[src/conv_ctrl_map.svh]
// Register offsets, field positions, reset values and timing counts.
`ifndef CONV_CTRL_MAP_SVH
`define CONV_CTRL_MAP_SVH

`define ADDR_CHANNEL_CONTROL_STATUS 4'h0
`define ADDR_TRIGGER_COMPARE_CONTROL 4'h1
`define ADDR_RESULT_HIGH 4'h2
`define ADDR_RESULT_LOW 4'h3
`define ADDR_CONVERSION_CONFIG 4'h4
`define ADDR_COMPARE_VALUE_HIGH 4'h5
`define ADDR_COMPARE_VALUE_LOW 4'h6
`define ADDR_PIN_CONTROL_ONE 4'h7
`define ADDR_PIN_CONTROL_TWO 4'h8

`define CCS_COMPLETE_BIT 7
`define CCS_IRQ_EN_BIT 6
`define CCS_CONT_BIT 5
`define TCC_ACTIVE_BIT 7
`define TCC_HW_TRIG_BIT 6
`define TCC_CMP_EN_BIT 5
`define TCC_CMP_GT_BIT 4
`define CFG_LONG_SAMPLE_BIT 4

`define CCS_RESET 8'h1f
`define TCC_RESET 8'h00
`define CFG_RESET 8'h00

`define SAMPLE_SHORT_HALF 6'h07
`define SAMPLE_LONG_HALF 6'h2f
`define CONVERT_CYCLES 5'h0a
`define RES_TEN_BIT 2'h2
`define CLK_ASYNC 2'h3
`define CHANNEL_IDLE 5'h1f

`endif

[src/conv_ctrl_pkg.sv]
// Types shared by the converter control logic.
package conv_ctrl_pkg;
    typedef enum logic [1:0] {
        ST_IDLE = 2'b00,
        ST_SAMPLE = 2'b01,
        ST_CONVERT = 2'b11
    } conv_state_t;
endpackage : conv_ctrl_pkg

[src/adc_lowpower_and_control.sv]
// Converter control: registers, stop-mode handling and conversion sequencer.
`timescale 1ns/1ps
`default_nettype none
`include "conv_ctrl_map.svh"

// Contract
// - Without async clock, stop3 entry aborts conversion and returns to idle.
// - Stop3 entry or exit never changes the result registers; conversions completed during stop3 do.
// - After an aborted stop3, stay idle until a new trigger arrives.
// - With async clock selected, conversion continues through stop3 to completion.
// - In stop3 with async clock, hardware trigger or continuous mode starts conversions.
// - Completion in stop3 sets complete flag and interrupt if enabled, waking.
// - Stop2 disables converter; all registers return to reset values.
// - Config: low power 7, divider 6:5, long sample 4, resolution 3:2, clock 1:0.
// - Control 2: active flag 7, hw trigger 6, compare enable 5, greater 4.
// - Control 2 bits 3:2 read zero; bits 1:0 reserved, written zero.
// - Control 1: complete flag 7, irq enable 6, continuous 5, channel 4:0.
// - After high result read, results stay until low byte read.
// - Input at or above high reference gives full scale; at or below low, zero.
// - Sample window 3.5 conversion clocks short, 23.5 long; the code rounds up to 4 and 24.
// - Pin-control bit disables digital I/O; conversions work without it.
// - Compare: flag and result update only when condition met.
module adc_lowpower_and_control
    import conv_ctrl_pkg::*;
#(
    parameter int RES_W = 10,
    parameter int PIN_N = 16
) (
    input wire logic core_clk,
    input wire logic reset_n,
    input wire logic [3:0] reg_addr,
    input wire logic [7:0] reg_wdata,
    input wire logic reg_write,
    input wire logic reg_read,
    output logic [7:0] reg_rdata,
    input wire logic stop3_mode,
    input wire logic stop2_mode,
    input wire logic hw_trigger,
    input wire logic [RES_W-1:0] analog_sample,
    input wire logic at_ref_high,
    input wire logic at_ref_low,
    output logic conv_irq,
    output logic [PIN_N-1:0] pin_digital_disable,
    output logic [4:0] sampled_channel
);

    // ------------------------------------------------------------------
    // Registers
    // ------------------------------------------------------------------
    logic [7:0] conversion_config;
    logic [6:0] tcc_bits;
    logic [6:0] ccs_bits;
    logic conv_complete_flag;
    logic [1:0] compare_value_high;
    logic [7:0] compare_value_low;
    logic [7:0] pin_control_one;
    logic [7:0] pin_control_two;
    logic [RES_W-1:0] result;
    logic high_read_lock;
    conv_state_t state;
    logic [5:0] half_count;
    logic [4:0] conv_count;
    logic stop3_prev;
    logic [1:0] div_count;

    logic soft_reset;
    logic wr_ccs;
    logic wr_cfg;
    logic wr_tcc;
    logic wr_cvh;
    logic wr_cvl;
    logic wr_pc1;
    logic wr_pc2;
    logic async_sel;
    logic conv_tick;
    logic start_req;
    logic abort;
    logic done;
    logic [RES_W-1:0] raw_code;
    logic [RES_W-1:0] cmp_value;
    logic [RES_W:0] diff;
    logic cmp_pass;
    logic [RES_W-1:0] full_scale;
    logic [5:0] sample_half;
    logic stop3_entry;

    assign soft_reset = stop2_mode;
    assign wr_ccs = reg_write && reg_addr == `ADDR_CHANNEL_CONTROL_STATUS;
    assign wr_cfg = reg_write && reg_addr == `ADDR_CONVERSION_CONFIG;
    assign wr_tcc = reg_write && reg_addr == `ADDR_TRIGGER_COMPARE_CONTROL;
    assign wr_cvh = reg_write && reg_addr == `ADDR_COMPARE_VALUE_HIGH;
    assign wr_cvl = reg_write && reg_addr == `ADDR_COMPARE_VALUE_LOW;
    assign wr_pc1 = reg_write && reg_addr == `ADDR_PIN_CONTROL_ONE;
    assign wr_pc2 = reg_write && reg_addr == `ADDR_PIN_CONTROL_TWO;
    assign async_sel = conversion_config[1:0] == `CLK_ASYNC;
    assign stop3_entry = stop3_mode && !stop3_prev;
    // Without the async clock every conversion clock stops in stop3.
    assign abort = stop3_entry && !async_sel && state != ST_IDLE;

    // ------------------------------------------------------------------
    // Conversion clock divider
    // ------------------------------------------------------------------
    always_ff @(posedge core_clk or negedge reset_n) begin
        if (!reset_n) begin
            div_count <= 2'h0;
        end else if (soft_reset || state == ST_IDLE) begin
            div_count <= 2'h0;
        end else begin
            div_count <= div_count + 2'h1;
        end
    end

    always_comb begin
        unique case (conversion_config[6:5])
            2'b00: conv_tick = 1'b1;
            2'b01: conv_tick = div_count[0];
            2'b10, 2'b11: conv_tick = &div_count;
        endcase
    end

    // ------------------------------------------------------------------
    // Register writes
    // ------------------------------------------------------------------
    always_ff @(posedge core_clk or negedge reset_n) begin
        if (!reset_n) begin
            conversion_config <= `CFG_RESET;
        end else if (soft_reset) begin
            conversion_config <= `CFG_RESET;
        end else if (wr_cfg) begin
            conversion_config <= reg_wdata;
        end
    end

    // Bits 3:0 are held at zero whatever is written.
    always_ff @(posedge core_clk or negedge reset_n) begin
        if (!reset_n) begin
            tcc_bits <= 7'(`TCC_RESET);
        end else if (soft_reset) begin
            tcc_bits <= 7'(`TCC_RESET);
        end else if (wr_tcc) begin
            tcc_bits <= {reg_wdata[6:4], 4'h0};
        end
    end

    always_ff @(posedge core_clk or negedge reset_n) begin
        if (!reset_n) begin
            ccs_bits <= 7'(`CCS_RESET);
        end else if (soft_reset) begin
            ccs_bits <= 7'(`CCS_RESET);
        end else if (wr_ccs) begin
            ccs_bits <= reg_wdata[6:0];
        end
    end

    always_ff @(posedge core_clk or negedge reset_n) begin
        if (!reset_n) begin
            compare_value_high <= 2'h0;
            compare_value_low <= 8'h00;
        end else if (soft_reset) begin
            compare_value_high <= 2'h0;
            compare_value_low <= 8'h00;
        end else if (wr_cvh) begin
            compare_value_high <= reg_wdata[1:0];
        end else if (wr_cvl) begin
            compare_value_low <= reg_wdata;
        end
    end

    always_ff @(posedge core_clk or negedge reset_n) begin
        if (!reset_n) begin
            pin_control_one <= 8'h00;
            pin_control_two <= 8'h00;
        end else if (soft_reset) begin
            pin_control_one <= 8'h00;
            pin_control_two <= 8'h00;
        end else if (wr_pc1) begin
            pin_control_one <= reg_wdata;
        end else if (wr_pc2) begin
            pin_control_two <= reg_wdata;
        end
    end

    // ------------------------------------------------------------------
    // Trigger and sequencer
    // ------------------------------------------------------------------
    always_comb begin
        if (tcc_bits[6]) begin
            start_req = hw_trigger;
        end else begin
            start_req = wr_ccs && reg_wdata[4:0] != `CHANNEL_IDLE;
        end
    end

    assign sample_half = conversion_config[`CFG_LONG_SAMPLE_BIT]
        ? `SAMPLE_LONG_HALF : `SAMPLE_SHORT_HALF;
    assign done = state == ST_CONVERT && conv_tick
        && conv_count == `CONVERT_CYCLES - 5'h1;

    always_ff @(posedge core_clk or negedge reset_n) begin
        if (!reset_n) begin
            stop3_prev <= 1'b0;
        end else begin
            stop3_prev <= stop3_mode;
        end
    end

    always_ff @(posedge core_clk or negedge reset_n) begin
        if (!reset_n) begin
            state <= ST_IDLE;
            half_count <= 6'h00;
            conv_count <= 5'h00;
        end else if (soft_reset || abort) begin
            state <= ST_IDLE;
            half_count <= 6'h00;
            conv_count <= 5'h00;
        end else begin
            unique case (state)
                ST_IDLE: begin
                    // Only a fresh trigger leaves idle after an abort.
                    if (start_req && (!stop3_mode || async_sel)) begin
                        state <= ST_SAMPLE;
                        half_count <= 6'h00;
                    end
                end
                ST_SAMPLE: begin
                    // Each tick adds two half cycles, so the window rounds up.
                    if (conv_tick) begin
                        half_count <= half_count + 6'h2;
                        if (half_count + 6'h2 >= sample_half) begin
                            state <= ST_CONVERT;
                            conv_count <= 5'h00;
                        end
                    end
                end
                ST_CONVERT: begin
                    if (conv_tick) begin
                        conv_count <= conv_count + 5'h1;
                        if (done) begin
                            // Conversion runs on in stop3 with async clock.
                            if (ccs_bits[5] && ccs_bits[4:0] != `CHANNEL_IDLE) begin
                                state <= ST_SAMPLE;
                                half_count <= 6'h00;
                            end else begin
                                state <= ST_IDLE;
                            end
                        end
                    end
                end
                default: state <= ST_IDLE;
            endcase
        end
    end

    // ------------------------------------------------------------------
    // Result, saturation and compare
    // ------------------------------------------------------------------
    assign full_scale = conversion_config[3:2] == `RES_TEN_BIT
        ? {RES_W{1'b1}} : RES_W'(8'hff);

    always_comb begin
        if (at_ref_high) begin
            raw_code = full_scale;
        end else if (at_ref_low) begin
            raw_code = '0;
        end else if (conversion_config[3:2] == `RES_TEN_BIT) begin
            raw_code = analog_sample;
        end else begin
            raw_code = RES_W'(analog_sample[RES_W-1:RES_W-8]);
        end
    end

    assign cmp_value = {compare_value_high, compare_value_low};
    assign diff = {1'b0, raw_code} - {1'b0, cmp_value};
    always_comb begin
        if (!tcc_bits[5]) begin
            cmp_pass = 1'b1;
        end else if (tcc_bits[4]) begin
            cmp_pass = !diff[RES_W];
        end else begin
            cmp_pass = diff[RES_W];
        end
    end

    always_ff @(posedge core_clk or negedge reset_n) begin
        if (!reset_n) begin
            result <= '0;
        end else if (soft_reset) begin
            result <= '0;
        end else if (done && cmp_pass && !high_read_lock
                && !abort) begin
            result <= tcc_bits[5] ? diff[RES_W-1:0] : raw_code;
        end
    end

    always_ff @(posedge core_clk or negedge reset_n) begin
        if (!reset_n) begin
            high_read_lock <= 1'b0;
        end else if (soft_reset) begin
            high_read_lock <= 1'b0;
        end else if (reg_read && reg_addr == `ADDR_RESULT_HIGH) begin
            high_read_lock <= 1'b1;
        end else if (reg_read && reg_addr == `ADDR_RESULT_LOW) begin
            high_read_lock <= 1'b0;
        end
    end

    // Completion is set on a good result; a write to control 1 clears it.
    always_ff @(posedge core_clk or negedge reset_n) begin
        if (!reset_n) begin
            conv_complete_flag <= 1'b0;
        end else if (soft_reset) begin
            conv_complete_flag <= 1'b0;
        end else if (done && cmp_pass && !abort) begin
            conv_complete_flag <= 1'b1;
        end else if (wr_ccs) begin
            conv_complete_flag <= 1'b0;
        end
    end

    // ------------------------------------------------------------------
    // Read port and outputs
    // ------------------------------------------------------------------
    always_ff @(posedge core_clk or negedge reset_n) begin
        if (!reset_n) begin
            reg_rdata <= 8'h00;
        end else if (reg_read) begin
            unique case (reg_addr)
                `ADDR_CHANNEL_CONTROL_STATUS:
                    reg_rdata <= {conv_complete_flag, ccs_bits};
                `ADDR_TRIGGER_COMPARE_CONTROL:
                    reg_rdata <= {state != ST_IDLE, tcc_bits};
                `ADDR_RESULT_HIGH: reg_rdata <= 8'(result >> 8);
                `ADDR_RESULT_LOW: reg_rdata <= result[7:0];
                `ADDR_CONVERSION_CONFIG: reg_rdata <= conversion_config;
                `ADDR_COMPARE_VALUE_HIGH: reg_rdata <= {6'h00, compare_value_high};
                `ADDR_COMPARE_VALUE_LOW: reg_rdata <= compare_value_low;
                `ADDR_PIN_CONTROL_ONE: reg_rdata <= pin_control_one;
                `ADDR_PIN_CONTROL_TWO: reg_rdata <= pin_control_two;
                default: reg_rdata <= 8'h00;
            endcase
        end else begin
            reg_rdata <= 8'h00;
        end
    end

    assign conv_irq = conv_complete_flag && ccs_bits[6];
    // Conversion does not depend on these bits.
    assign pin_digital_disable =
        PIN_N'({pin_control_two, pin_control_one});
    assign sampled_channel = ccs_bits[4:0];

endmodule : adc_lowpower_and_control
`default_nettype wire

[config.mk]
export PLATFORM = sky130hd
export DESIGN_NAME = adc_lowpower_and_control
export DESIGN_NICKNAME = d
export VERILOG_FILES = /design/src/conv_ctrl_pkg.sv /design/src/adc_lowpower_and_control.sv
export VERILOG_INCLUDE_DIRS = /design/src
export SDC_FILE = /design/constraint.sdc
export NUM_CORES = 1
export LEC_CHECK = 0
export BUFFER_PORTS_ARGS = -buffer_cell sky130_fd_sc_hd__buf_4
export CORE_MARGIN = 5
export CORE_UTILIZATION = 25
export CTS_BUF_LIST = sky130_fd_sc_hd__clkbuf_8
export CTS_CLUSTER_DIAMETER = 150
export DETAILED_ROUTE_END_ITERATION = 8
export GPL_TIMING_DRIVEN = 0
export HOLD_SLACK_MARGIN = 0.06
export PLACE_DENSITY_LB_ADDON = 0.3
export SYNTH_ARGS = -nofsm -noshare
export SYNTH_HDL_FRONTEND = slang
export SYNTH_SLANG_ARGS = --single-unit
[constraint.sdc]
create_clock -name core_clk -period 4.1 [get_ports core_clk]
set_input_delay 0.205 -clock core_clk [delete_from_list [all_inputs] [get_ports core_clk]]
set_output_delay 0.205 -clock core_clk [all_outputs]
set_load 0.02 [all_outputs]
==> impl_metrics.csv <==
group,metric,value,unit
pwr,max-vdd-ir-drop,0.0993,mV
setup_path,reg2reg_depth,14,
sta,min_period,3.92,ns
yosys,synth_commonest_cells,"dfrtp_1 (74), nor2_1 (65), nand2_1 (54)",
sta,fin_setup_tns,0,ns
final_layout,fillCellCount,2108,
yosys,synth-xor-area-share,0.0125,
sta,clock_skew,0.0109,ns
clock_network,clock_latency,0.37,ns
route,vias,4262,
clock_network,ctsRootBufferMaster,"clkbuf_8",
die,core_area,19400,um^2
sta,hold_viol,0,
die,die_h,150,um
yosys,synth-edff-count,0,
setup_path,crit_end,"result[7]",
pwr,comb_power_share,0.220,
place,gp_congestion,0.956,
pwr,total_power,1.87,mW
setup_path,arrival,4.23,ns
setup_path,worstSetupEndpointType,"flip-flop",
place,numPortBuffers,57,
pwr,clockPowerShare,0.329,
hold_path,min_path_type,"in2reg",
route,firstDrtPassIters,5,
clock_network,cts_sinks,79,
clock_network,htreeDepth,3,
clock_network,cts_made_buffers,9,
route,totalWireLength,15.4,mm
yosys,synthMuxAreaShare,0.114,
setup_path,cp_top_family,"simple AND/OR/NAND/NOR gates",
yosys,synthFlopType,"dfrtp_1",
setup_path,crit_buf_inv,2,
yosys,ys_warn_count,0,
setup_path,worstPathRequired,4.40,ns
grt,overflow,0,
sta,period_share,0.957,
sta,setup_viol,0,
setup_path,r2r-start,"conversion_config[3]",
setup_path,critPathLaunch,"conversion_config[3]",
setup_path,cp_max_fo,10,
setup_path,r2r_slack,0.18,ns
run,cap_viol_max_count,0,
route,wl_per_cell,17.3,um
grt,grt_pass1_vias,4085,
setup_path,cp-start-kind,"flip-flop",
yosys,syn_nets,597,
clock_network,path_clk_slew,0.09,ns
yosys,synthAdderAreaFrac,0.0549,
route,viasPerCell,4.82,
yosys,synthSimpleGateAreaFrac,0.205,
die,io_pins,61,
sta,drv_slew,0,
die,start_util,0.254,
yosys,yosysSeqAreaShare,0.403,
die,num_rows,51,
final_layout,nets,667,
yosys,synth.most_common_cell,"dfrtp_1",
route,drt-initial-drc-count,359,
sta,worst_slew_pin_slew,1.04,ns
grt,antenna_found_initial,0,
place,hpwl,11.6,mm
grt,grt_pass1_wl,24.0,mm
yosys,synth.top_cell.area_share,0.376,
pwr,p_leak,2.53,nW
clock_network,cts_tree,"done",
final_layout,drive_gt1_frac,0.174,
yosys,synth.area.top_cells,"dfrtp_1 (38%), mux2i_1 (9.8%), ha_1 (5.1%)",
setup_path,crit_type,"reg2reg",
die,die_area,22600,um^2
yosys,post-synth-top-area-cell,"dfrtp_1",
status,status,"finished clean",
final_layout,post-route-util,0.306,
yosys,ys_ff_latch,79,
route,drc,0,
pwr,seq_power_share,0.451,
yosys,avgSynthCellArea,9.03,um^2
setup_path,path_depth,14,
pwr,switching_power,0.600,mW
setup_path,worst_path_largest_cell_delay,0.55,ns
yosys,synth_compound_area_frac,0.165,
setup_path,slowest_stage,"or4_1",
pwr,p_sw_frac,0.321,
yosys,synthArstFlopShare,1.00,
yosys,synth_cells,545,
setup_path,path_cells,"nor2b_2 -> buf_4 -> mux2i_1 -> nor2_2 -> nor2_1 -> ha_1 -> fa_1 -> nand2b_1 -> a211oi_4 -> nor4_1 -> or4b_1 -> buf_2 -> or4_1 -> a21oi_1",
yosys,syn_area,4920,um^2
yosys,synth_top_family_by_area,"simple AND/OR/NAND/NOR gates",
pwr,cellPowerDensity,315,nW/um^2
grt,grt_max_degree,80,
grt,track_usage,0.139,
final_layout,area_growth,20.4,%
place,place_ws,-0.141,ns
route,ant_nets,0,
sta,timing.fmax,255,MHz
sta,max_slew_margin,0.310,
sta,finalHoldWorstSlack,0.131,ns
final_layout,antenna_cells,0,
die,die_x,150,um
clock_network,clockBufferDepth,2,
setup_path,r2r-end,"result[7]",
pwr,intPower,1.27,mW
yosys,yosysUniqueCellTypes,67,
sta,setup_ws,0.178,ns
[power by group through the flow]
stage	logic, mW	clock network, mW	registers, mW
4_1_cts	0.412	0.633	0.843
6_report	0.410	0.615	0.843
3_3_place_gp	0.408	0	0.858
5_1_grt	0.462	0.666	0.849
3_5_place_dp	0.408	0	0.858
2_1_floorplan	0.271	0	0.854
[worst min path at each step]
| stage | from | end | slack (ns) | depth (start not counted) |
|---|---|---|---|---|
| global route | reg_wdata[3] | ccs_bits[3] | 0.12 | 3 |
| finish | reg_wdata[6] | ccs_bits[6] | 0.13 | 3 |
| detailed placement | stop3_mode | stop3_prev | 0.35 | 1 |
| global placement | stop3_mode | stop3_prev | 0.35 | 1 |
| floorplan | reset_n | ccs_bits[5] | -0.09 | 0 |
| CTS | reg_wdata[2] | ccs_bits[2] | 0.11 | 3 |
[cells by family after synthesis]
logic type / count (synthesis)
buffers and inverters: 54
AOI/OAI and AO/OA: 120
adders and majority gates: 21
and+or+nand+nor: 210
xor gates and xnor gates: 7
DFF: 79
muxes: 54
[per-layer routing]
metal / track usage / vias to the layer above / routed length, um
met5: 0 / - / 0
met3: 0.0217 / 21 / 873
met4: 0.0622 / 0 / 399
met2: 0.204 / 125 / 6690
met1: 0.201 / 2043 / 7380
li1: - / 2073 / -
[sequential cells by signal, indices dropped and copies added, names as in the netlist, 3 cells and up]
| register | cells |
|---|---|
| pin_control_two | 8 |
| tcc_bits | 3 |
| conv_count | 5 |
| compare_value_low | 8 |
| ccs_bits | 7 |
| conversion_config | 8 |
| half_count | 5 |
| pin_control_one | 8 |
| result | 10 |
| reg_rdata | 8 |
[stage by stage]
stage	cell area (um^2)	cells
floorplan	4920	545
global placement	5680	867
detailed placement	5680	867
CTS	5920	885
global route	5930	885
finish	5930	885
[layout make-up]
cell class	count	area [um^2]	area share
clock inverters	6	67.6	0.0114
multi-input cells	412	2730	0.460
repair buffers	59	448	0.0755
flip-flops and latches	79	1980	0.334
plain buffers	33	154	0.0260
well taps	265	332	0.0559
inverters	21	78.8	0.0133
clock buffers	10	138	0.0232
[placed cells by master (no fill, tap or decap), types with 3 or more instances in the layout]
master / Yosys / final
buf_4: 6 / 64
o21bai_1: 9 / 9
a31oi_1: 3 / 3
inv_1: 21 / 21
nor3b_1: 3 / 3
or2_2: 4 / 4
clkbuf_1: 21 / 20
a21oi_1: 27 / 27
o31ai_1: 3 / 3
o22ai_1: 3 / 3
nand3_1: 30 / 30
a21o_1: 4 / 4
mux2i_1: 48 / 48
a211o_1: 3 / 3
clkbuf_8: 0 / 10
nor2_1: 65 / 64
and3_1: 4 / 4
nor3_1: 7 / 7
xnor2_1: 4 / 4
mux2_2: 5 / 5
dfstp_2: 5 / 5
buf_1: 3 / 3
dfrtp_1: 74 / 74
a211oi_1: 10 / 9
ha_1: 20 / 20
xor2_1: 3 / 3
nor2b_1: 17 / 16
nand4_1: 4 / 4
o21a_1: 6 / 6
a22o_1: 4 / 4
a22oi_1: 7 / 7
or4_1: 5 / 5
nand2_1: 54 / 54
o21ai_0: 19 / 19
nand2b_1: 3 / 3
[timing repair]
item                                   4_1_cts  5_1_grt
hold buffers                                 2        0
gates resized for setup                      2        5
setup endpoints to repair                    3       10
pin swaps                                    0        0
endpoints found under the hold margin       75        0
buffers inserted                             0        0
cloned                                       0        0
[worst register-to-register path, delay by kind of cell (launching register included)]
kind / cells / cell delay, ns
buffers and inverters: 2 / 0.42
AND/OR/NAND/NOR: 7 / 1.83
flip-flops: 1 / 0.41
multiplexers: 1 / 0.11
adder cells (fa/ha/maj): 2 / 0.66
AO/OA/AOI/OAI: 2 / 0.44
(Power assumes the default switching activity.)
